[src/common/rbt_regs.svh]
`ifndef RBT_REGS_SVH
`define RBT_REGS_SVH
// ----------------------------------------------------------------
// Register offsets
// ----------------------------------------------------------------
`define RBT_OFS_COUNT   12'h000
`define RBT_OFS_CTRL    12'h004
`define RBT_OFS_FLAGS   12'h008
`define RBT_OFS_PWRCLK  12'h00C
`define RBT_OFS_CSR     12'h010
`define RBT_OFS_SEQ     12'h014
// ----------------------------------------------------------------
// Control fields
// ----------------------------------------------------------------
`define RBT_CTRL_DATA   0
`define RBT_CTRL_FULL   1
`define RBT_CTRL_MODE_L 2
`define RBT_CTRL_EN0    4
`define RBT_CTRL_EN2    5
`define RBT_CTRL_HI_L   6
`define RBT_FLAG0       0
`define RBT_FLAG2       2
`define RBT_CSR_GIE     7
// ----------------------------------------------------------------
// Modes, vectors, reset values, timing
// ----------------------------------------------------------------
`define RBT_MODE_OFF    2'h0
`define RBT_MODE_TX     2'h1
`define RBT_MODE_RX     2'h2
`define RBT_MODE_GEN    2'h3
`define RBT_VEC_RESET   10'h000
`define RBT_VEC_DONE    10'h002
`define RBT_VEC_EMPTY   10'h004
`define RBT_RST_BYTE    8'h00
`define RBT_ENTRY_CYC   3'h4
`define RBT_JUMP_CYC    3'h2
`define RBT_RET_CYC     3'h4
`endif

[src/common/rbt_pkg.sv]
package rbt_pkg;
    typedef enum logic [2:0] {
        RBT_SEQ_IDLE,
        RBT_SEQ_ENTRY,
        RBT_SEQ_JUMP,
        RBT_SEQ_HANDLER,
        RBT_SEQ_RETURN,
        RBT_SEQ_ONE_MORE
    } rbt_seq_t;
    typedef logic [9:0] rbt_vec_t;
endpackage

[src/hw/rbt_bit_timer.sv]
// The APB slave port and the register addresses were chosen for this implementation.
`timescale 1ns/10ps
`include "rbt_regs.svh"
// Notes on behaviour
// - Slot lasts time base times count plus one
// - Count is control top bits over count
// - Time base set by power clock control
// - Taking data bit sets flag 0, vector 04
// - Zero with empty buffer sets flag 2
// - Transmit keys carrier per slot data bit
// - Flags set regardless of interrupt enables
// - Receive counts up, edge captures count
// - Receive edge polarity writes data bit
// - Generic mode no keying, interrupt on expiry
// - No interrupt without global enable bit
// - Pin, watchdog, button reset vector 000
// - Entry four cycles pushing program counter
// - Vector jump takes two cycles
// - Finish multi-cycle instruction before serving
// - Return four cycles popping program counter
// - One main instruction after return
// - Status register not saved on entry
// - Carrier gated by keying before amplifier
module rbt_bit_timer (
    // APB
    input  wire logic           pclk,
    input  wire logic           presetn,
    input  wire logic           psel,
    input  wire logic           penable,
    input  wire logic           pwrite,
    input  wire logic [11:0]    paddr,
    input  wire logic [31:0]    pwdata,
    output logic      [31:0]    prdata,
    output logic                pready,
    output logic                pslverr,
    // RF path
    input  wire logic           carrier_in,
    output logic                tx_key,
    output logic                pa_drive,
    // Receiver input
    input  wire logic           capture_input_pin,
    // Core handshake
    input  wire logic           core_insn_done,
    input  wire logic           core_reti,
    input  wire logic           pin_reset_req,
    input  wire logic           wdt_reset_req,
    input  wire logic           button_reset_req,
    output rbt_pkg::rbt_vec_t   core_vector_addr,
    output logic                core_vector_load,
    output logic                core_pc_push,
    output logic                core_pc_pop
);
    import rbt_pkg::*;

    // ----------------------------------------------------------------
    // Registers
    // ----------------------------------------------------------------
    logic [7:0] bit_count_low_reg;
    logic [7:0] bit_timer_control_reg;
    logic [7:0] flags_reg;
    logic [7:0] power_clock_control_reg;
    logic [7:0] core_status_register_reg;
    logic [7:0] pre_cnt_reg;
    logic [9:0] cnt_reg;
    logic       run_reg;
    logic [2:0] cap_sync_reg;
    logic [2:0] rst_sync1_reg;
    logic [2:0] rst_sync2_reg;
    logic       rst_seen_reg;
    rbt_seq_t   seq_reg;
    logic [2:0] seq_cnt_reg;
    logic       gen_done_reg;

    logic       wr_en;
    logic       tick;
    logic [1:0] mode;
    logic [9:0] countval;
    logic       take0;
    logic       set0;
    logic       set2;
    logic       cap_edge;
    logic       rst_any;
    logic       irq0;
    logic       irq2;

    function automatic logic hit(input logic [11:0] a, input logic [11:0] ofs);
        hit = (a == ofs);
    endfunction

    assign wr_en    = psel && penable && pready && pwrite;
    assign mode     = bit_timer_control_reg[`RBT_CTRL_MODE_L +: 2];
    assign countval = {bit_timer_control_reg[`RBT_CTRL_HI_L +: 2], bit_count_low_reg};
    assign tick     = (pre_cnt_reg == power_clock_control_reg);
    assign cap_edge = cap_sync_reg[2] ^ cap_sync_reg[1];
    assign rst_any  = |rst_sync2_reg;

    // ----------------------------------------------------------------
    // APB slave
    // ----------------------------------------------------------------
    // No wait state: prdata and pready, loaded in the setup cycle, come straight from flops
    always_ff @(posedge pclk or negedge presetn) begin
        if (!presetn) begin
            pready  <= 1'b0;
            pslverr <= 1'b0;
            prdata  <= 32'h00000000;
        end else begin
            pready  <= psel && !penable && !pready;
            pslverr <= 1'b0;
            prdata  <= 32'h00000000;
            if (psel && !penable) begin
                if (hit(paddr, `RBT_OFS_COUNT))
                    prdata <= {24'h000000, bit_count_low_reg};
                else if (hit(paddr, `RBT_OFS_CTRL))
                    prdata <= {24'h000000, bit_timer_control_reg};
                else if (hit(paddr, `RBT_OFS_FLAGS))
                    prdata <= {24'h000000, flags_reg};
                else if (hit(paddr, `RBT_OFS_PWRCLK))
                    prdata <= {24'h000000, power_clock_control_reg};
                else if (hit(paddr, `RBT_OFS_CSR))
                    prdata <= {24'h000000, core_status_register_reg};
                else if (hit(paddr, `RBT_OFS_SEQ))
                    prdata <= {19'h00000, seq_reg, core_vector_addr};
                else
                    pslverr <= 1'b1;
            end
        end
    end

    // ----------------------------------------------------------------
    // Time base prescaler
    // ----------------------------------------------------------------
    always_ff @(posedge pclk or negedge presetn) begin
        if (!presetn)
            pre_cnt_reg <= `RBT_RST_BYTE;
        else if (tick || mode == `RBT_MODE_OFF)
            pre_cnt_reg <= `RBT_RST_BYTE;
        else
            pre_cnt_reg <= pre_cnt_reg + 8'h01;
    end

    always_ff @(posedge pclk or negedge presetn) begin
        if (!presetn)
            power_clock_control_reg <= `RBT_RST_BYTE;
        else if (wr_en && hit(paddr, `RBT_OFS_PWRCLK))
            power_clock_control_reg <= pwdata[7:0];
    end

    // ----------------------------------------------------------------
    // Capture input synchroniser
    // ----------------------------------------------------------------
    always_ff @(posedge pclk or negedge presetn) begin
        if (!presetn)
            cap_sync_reg <= 3'h0;
        else
            cap_sync_reg <= {cap_sync_reg[1:0], capture_input_pin};
    end

    // ----------------------------------------------------------------
    // Slot counter
    // ----------------------------------------------------------------
    // Buffer taken at slot start or at the end of the last slot
    assign take0 = (mode == `RBT_MODE_TX) && bit_timer_control_reg[`RBT_CTRL_FULL]
                   && tick && (!run_reg || cnt_reg == 10'h000);
    assign set0  = take0;
    assign set2  = (((mode == `RBT_MODE_TX) && run_reg && !bit_timer_control_reg[`RBT_CTRL_FULL])
                   || ((mode == `RBT_MODE_GEN) && !gen_done_reg))
                   && tick && cnt_reg == 10'h000;

    always_ff @(posedge pclk or negedge presetn) begin
        if (!presetn) begin
            cnt_reg      <= 10'h000;
            run_reg      <= 1'b0;
            gen_done_reg <= 1'b0;
        end else if (mode == `RBT_MODE_TX) begin
            gen_done_reg <= 1'b0;
            if (take0) begin
                cnt_reg <= countval;
                run_reg <= 1'b1;
            end else if (set2) begin
                run_reg <= 1'b0;
            end else if (tick && run_reg) begin
                cnt_reg <= cnt_reg - 10'h001;
            end
        end else if (mode == `RBT_MODE_RX) begin
            run_reg      <= 1'b1;
            gen_done_reg <= 1'b0;
            if (!run_reg)
                cnt_reg <= 10'h000;
            else if (tick)
                cnt_reg <= cnt_reg + 10'h001;
        end else if (mode == `RBT_MODE_GEN) begin
            if (!run_reg) begin
                cnt_reg <= countval;
                run_reg <= 1'b1;
            end else if (set2) begin
                gen_done_reg <= 1'b1;
            end else if (tick && !gen_done_reg) begin
                cnt_reg <= cnt_reg - 10'h001;
            end
        end else begin
            run_reg      <= 1'b0;
            gen_done_reg <= 1'b0;
        end
    end

    // ----------------------------------------------------------------
    // Count and control registers
    // ----------------------------------------------------------------
    always_ff @(posedge pclk or negedge presetn) begin
        if (!presetn)
            bit_count_low_reg <= `RBT_RST_BYTE;
        else if (mode == `RBT_MODE_RX && run_reg && cap_edge)
            bit_count_low_reg <= cnt_reg[7:0];
        else if (wr_en && hit(paddr, `RBT_OFS_COUNT))
            bit_count_low_reg <= pwdata[7:0];
    end

    // A software refill wins over a hardware take in the same cycle: FULL stays set
    always_ff @(posedge pclk or negedge presetn) begin
        if (!presetn) begin
            bit_timer_control_reg <= `RBT_RST_BYTE;
        end else begin
            if (wr_en && hit(paddr, `RBT_OFS_CTRL)) begin
                bit_timer_control_reg[7:2]            <= pwdata[7:2];
                bit_timer_control_reg[`RBT_CTRL_DATA] <= pwdata[`RBT_CTRL_DATA];
                bit_timer_control_reg[`RBT_CTRL_FULL] <= 1'b1;
            end else if (take0) begin
                bit_timer_control_reg[`RBT_CTRL_FULL] <= 1'b0;
            end
            if (mode == `RBT_MODE_RX && run_reg && cap_edge)
                bit_timer_control_reg[`RBT_CTRL_DATA] <= cap_sync_reg[1];
        end
    end

    // ----------------------------------------------------------------
    // Flags, set wins over write-one clear
    // ----------------------------------------------------------------
    always_ff @(posedge pclk or negedge presetn) begin
        if (!presetn) begin
            flags_reg <= `RBT_RST_BYTE;
        end else begin
            if (wr_en && hit(paddr, `RBT_OFS_FLAGS))
                flags_reg <= flags_reg & ~pwdata[7:0];
            if (set0)
                flags_reg[`RBT_FLAG0] <= 1'b1;
            if (set2)
                flags_reg[`RBT_FLAG2] <= 1'b1;
        end
    end

    // ----------------------------------------------------------------
    // Keying and amplifier gate
    // ----------------------------------------------------------------
    // The carrier is resampled on pclk, so it must be far slower than pclk here
    always_ff @(posedge pclk or negedge presetn) begin
        if (!presetn) begin
            tx_key   <= 1'b0;
            pa_drive <= 1'b0;
        end else begin
            if (mode != `RBT_MODE_TX || set2)
                tx_key <= 1'b0;
            else if (take0)
                tx_key <= bit_timer_control_reg[`RBT_CTRL_DATA];
            pa_drive <= carrier_in && tx_key;
        end
    end

    // ----------------------------------------------------------------
    // Core status and reset sources
    // ----------------------------------------------------------------
    // Never written by the sequencer: the handler saves it itself
    always_ff @(posedge pclk or negedge presetn) begin
        if (!presetn)
            core_status_register_reg <= `RBT_RST_BYTE;
        else if (wr_en && hit(paddr, `RBT_OFS_CSR))
            core_status_register_reg <= pwdata[7:0];
    end

    always_ff @(posedge pclk or negedge presetn) begin
        if (!presetn) begin
            rst_sync1_reg <= 3'h0;
            rst_sync2_reg <= 3'h0;
            rst_seen_reg  <= 1'b0;
        end else begin
            rst_sync1_reg <= {button_reset_req, wdt_reset_req, pin_reset_req};
            rst_sync2_reg <= rst_sync1_reg;
            rst_seen_reg  <= rst_any;
        end
    end

    // ----------------------------------------------------------------
    // Interrupt sequencer
    // ----------------------------------------------------------------
    assign irq2 = flags_reg[`RBT_FLAG2] && bit_timer_control_reg[`RBT_CTRL_EN2]
                  && core_status_register_reg[`RBT_CSR_GIE];
    assign irq0 = flags_reg[`RBT_FLAG0] && bit_timer_control_reg[`RBT_CTRL_EN0]
                  && core_status_register_reg[`RBT_CSR_GIE];

    always_ff @(posedge pclk or negedge presetn) begin
        if (!presetn) begin
            seq_reg          <= RBT_SEQ_IDLE;
            seq_cnt_reg      <= 3'h0;
            core_vector_addr <= `RBT_VEC_RESET;
            core_vector_load <= 1'b0;
            core_pc_push     <= 1'b0;
            core_pc_pop      <= 1'b0;
        end else if (rst_any && !rst_seen_reg) begin
            seq_reg          <= RBT_SEQ_IDLE;
            core_vector_addr <= `RBT_VEC_RESET;
            core_vector_load <= 1'b1;
            core_pc_push     <= 1'b0;
            core_pc_pop      <= 1'b0;
        end else begin
            core_vector_load <= 1'b0;
            core_pc_push     <= 1'b0;
            core_pc_pop      <= 1'b0;
            case (seq_reg)
                RBT_SEQ_IDLE: begin
                    if (core_insn_done && (irq0 || irq2)) begin
                        seq_reg          <= RBT_SEQ_ENTRY;
                        seq_cnt_reg      <= `RBT_ENTRY_CYC - 3'h1;
                        core_vector_addr <= irq2 ? `RBT_VEC_DONE : `RBT_VEC_EMPTY;
                        core_pc_push     <= 1'b1;
                    end
                end
                RBT_SEQ_ENTRY: begin
                    if (seq_cnt_reg == 3'h1) begin
                        seq_reg          <= RBT_SEQ_JUMP;
                        seq_cnt_reg      <= `RBT_JUMP_CYC;
                        core_vector_load <= 1'b1;
                    end else begin
                        seq_cnt_reg <= seq_cnt_reg - 3'h1;
                    end
                end
                RBT_SEQ_JUMP: begin
                    if (seq_cnt_reg == 3'h1)
                        seq_reg <= RBT_SEQ_HANDLER;
                    seq_cnt_reg <= seq_cnt_reg - 3'h1;
                end
                RBT_SEQ_HANDLER: begin
                    if (core_reti) begin
                        seq_reg     <= RBT_SEQ_RETURN;
                        seq_cnt_reg <= `RBT_RET_CYC - 3'h1;
                        core_pc_pop <= 1'b1;
                    end
                end
                RBT_SEQ_RETURN: begin
                    if (seq_cnt_reg == 3'h1)
                        seq_reg <= RBT_SEQ_ONE_MORE;
                    seq_cnt_reg <= seq_cnt_reg - 3'h1;
                end
                RBT_SEQ_ONE_MORE: begin
                    if (core_insn_done)
                        seq_reg <= RBT_SEQ_IDLE;
                end
                default: begin
                    seq_reg <= RBT_SEQ_IDLE;
                end
            endcase
        end
    end
endmodule

[config.mk]
export PLATFORM = sky130hd
export DESIGN_NAME = rbt_bit_timer
export DESIGN_NICKNAME = d
export VERILOG_FILES = /design/src/common/rbt_pkg.sv /design/src/hw/rbt_bit_timer.sv
export VERILOG_INCLUDE_DIRS = /design/src /design/src/common
export SDC_FILE = /design/constraint.sdc
export NUM_CORES = 1
export LEC_CHECK = 0
export ABC_AREA = 0
export BUFFER_PORTS_ARGS = -buffer_cell sky130_fd_sc_hd__buf_4
export CORE_MARGIN = 2
export CORE_UTILIZATION = 25
export CTS_BUF_LIST = sky130_fd_sc_hd__clkbuf_16
export DETAILED_ROUTE_END_ITERATION = 8
export REMOVE_ABC_BUFFERS = 1
export SLEW_MARGIN = 0
export SYNTH_ARGS = -nofsm -noshare
export SYNTH_HDL_FRONTEND = slang
export SYNTH_SLANG_ARGS = --single-unit
[constraint.sdc]
create_clock -name pclk -period 2.2 [get_ports pclk]
set_input_delay 0.44 -clock pclk [delete_from_list [all_inputs] [get_ports pclk]]
set_output_delay 0.44 -clock pclk [all_outputs]
set_load 0.1 [all_outputs]
==> flow_summary.yaml <==
timing:
  clock.fmax_mhz: 453
  setup_viol: 1
  fin_skew_ps: 10.6
  rsz0062_at_grt: "yes"
  hold_ws_ps: 190
  finalHoldViolCount: 0
  finalWorstSetupSlack_ps: -5.66
  layout_worst_path_cycle_share: 1.00
  tns_ps: -5.66
  finalMaxSlewViolations: 0
  min_period_ps: 2210
place:
  hpwl_um: 10500
  pre_cts_ws_ps: -133
  numPortBuffers: 51
  placed_cell_area_um2: 6470
  dpl.cell_count: 932
  gp_congestion: 0.877
power:
  ir_drop_uv: 418
  leakagePower_nw: 3.18
  swShare: 0.298
  p_switching_mw: 1.13
  power_frac_seq: 0.473
  powerDensity_nw_per_um2: 557
  finalPower_mw: 3.81
  p_int_mw: 2.68
  combPwrFrac: 0.131
  clkPwrFrac: 0.396
die:
  fp.dieH_um: 152
  fp-row-count: 54
  start_util: 0.253
  die_area_um2: 23000
  fp.dieW_um: 152
  io_pins: 105
  placeableCoreArea_um2: 21600
global_route:
  grt_max_degree: 52
  grt_use_total: 0.128
  grt_pass1_vias: 4274
  gr-total-overflow: 0
  grt_pass1_wl_um: 22800
  antenna_found_initial: 0
worst_hold_path:
  hold_path.class: "primary input to flip-flop"
drt:
  wl_per_cell_um: 14.9
  vias: 4493
  ant_nets: 0
  via_per_inst: 4.72
  drc_errors: 0
  drt_iter0_markers: 232
  drtPass1Iterations: 4
  routed_wl_um: 14200
cts:
  cts_root_buf: "clkbuf_16"
  clk_pin_slew_ps: 70
  clk_latency_ps: 350
  cts-htree-levels: 3
  cts_tree: "yes"
  numCtsBuffers: 9
  clockBufferDepth: 2
  clkSinkCount: 96
run_status:
  violations: "setup timing"
  outcome: "finished, violations left"
cells_and_area:
  largest_register_ffs: 11
  final_layout_size_suffix_gt1_frac: 0.268
  post-route-util: 0.317
  layout.nets: 735
  seq_area_um2: 2400
  instances_no_fill: 952
  syn_to_final_growth_pct: 25.3
  final_cell_area_um2: 6840
  antennaDiodeCount: 0
  multi_input_area_um2: 2760
  nFillCells: 2251
worst_setup_path:
  worstReg2RegEnd: "cnt_reg[6]"
  r2r_slack_ps: -6
  crit_start: "cnt_reg[6]"
  crit_end: "cnt_reg[6]"
  cp_max_fo: 6
  reg2reg_from: "cnt_reg[6]"
  crit_required_ps: 2430
  path_class: "flip-flop to flip-flop"
  startpoint_type: "flip-flop"
  arrival_ps: 2440
  end_kind: "flip-flop"
  rr_worst_depth: 7
logic_synthesis:
  synth_cell_types: 64
  synth-xor-area-share: 0.0401
  synth_top_family_by_area: "compound AO/OA/AOI/OAI gates"
  synth.area.mux_share: 0.0763
  synth_area_leaders: "dfrtp_1 44%, mux2_2 4.3%, buf_4 4.3%"
  synth_edf_count: 0
  synth-async-reset-ratio: 1.00
  ys.flop_type: "dfrtp_1"
  yosys.area_share.simple: 0.162
  synth_compound_area_frac: 0.169
  netlist_instances: 569
  syn_area_per_cell_um2: 9.60
  synth_top_area_cell: "dfrtp_1"
  synth_area_um2: 5460
  ys_warn_count: 0
  synth_seq_area_share: 0.440
  ys_ff_latch: 96
  synth_top_area_share: 0.440
  synthAdderAreaFrac: 0.0275
flow_run:
  cap_violations: 0
## power groups by stage
stage          clock [mW]  combinational (mW)  sequential [mW]
2_1_floorplan           0               0.308             1.85
3_3_place_gp            0               0.490             1.84
3_5_place_dp            0               0.493             1.84
4_1_cts              1.54               0.498             1.80
5_1_grt              1.62               0.535             1.81
6_report             1.51               0.499             1.80
## cells by family (layout without fill, tap and decap cells)
kind of cell,Yosys count,count (layout)
adder cells (fa/ha/maj),12,12
XOR/XNOR,25,25
other,1,29
buffers and inverters,87,162
multiplexers,39,39
flip-flops,96,96
AND/OR/NAND/NOR,172,172
AO/OA/AOI/OAI,137,137
## Yosys cell counts, types with 7 or more instances
cell type / count
ha_1: 12
o21ai_0: 29
and2_1: 7
mux2i_1: 18
buf_4: 31
a21boi_0: 8
nor4_1: 7
a21oi_1: 34
nor2b_1: 15
nor2_1: 46
nor3_1: 19
nand4_1: 8
clkbuf_1: 28
o22ai_1: 7
nand3_1: 14
xor2_1: 18
inv_1: 23
mux2_2: 21
xnor2_1: 7
dfrtp_1: 96
a31oi_1: 9
nand2_1: 29
o211a_1: 7
## layout by cell type, fill, tap and decap left out, types with 4 or more instances in the layout
master     count
and2_1         6
a21oi_1       34
mux2i_1       18
nor2_1        46
o21ai_0       27
and3_1         4
a31oi_1        9
o31ai_1        5
ha_1          11
or2_2          4
nor3_1        17
or3_1          5
nor2b_1       15
a22oi_1        4
conb_1        29
nand3_1       14
buf_4        115
xor2_1        18
a21boi_0       8
nand2_1       29
o22ai_1        7
o211a_1        7
buf_6          4
xnor2_1        7
clkbuf_16      9
a221oi_1       5
dfrtp_1       96
inv_1         23
nand4_1        8
nor4_1         6
mux2_2        20
## worst min-delay path by stage
stage                      from                   end  slack, ps  cells after the start
2_1_floorplan           presetn  bit_count_low_reg[0]        140                      0
3_3_place_gp   rst_sync1_reg[1]      rst_sync2_reg[1]        330                      0
3_5_place_dp   rst_sync1_reg[2]      rst_sync2_reg[2]        340                      0
4_1_cts           wdt_reset_req      rst_sync1_reg[1]        180                      1
5_1_grt           wdt_reset_req      rst_sync1_reg[1]        180                      1
6_report          wdt_reset_req      rst_sync1_reg[1]        190                      1
## repair_timing
action                                 in CTS  in global routing
hold buffers                                1                  0
resized for setup                           4                 13
pin swaps                                   5                  2
setup endpoints to repair                  10                 12
endpoints found under the hold margin      22                  0
buffers inserted                            2                  1
## routing by layer
metal | track usage | vias up | wire length [µm]
met4 | 0.0352 | 0 | 204
met3 | 0.0260 | 13 | 818
li1 | - | 2169 | -
met5 | 0 | - | 0
met1 | 0.170 | 2178 | 6370
met2 | 0.211 | 133 | 6760
## cell type report
type	count	share of cell area
multi-input combinational	414	0.404
sequential	96	0.351
timing repair buffer	122	0.140
tap	280	0.0512
clock buffer	9	0.0329
inverter	24	0.0132
clock inverter	7	0.00786
## worst max-delay path, cell delays in order, from the launching register on
cell       delay (ps)
dfrtp_1           380
or4_4             570
nor4_4            200
o2111ai_2         250
buf_6             200
mux2i_1           150
a22oi_1            80
mux2_4            260
No activity file was read; power rests on OpenSTA's default activity.
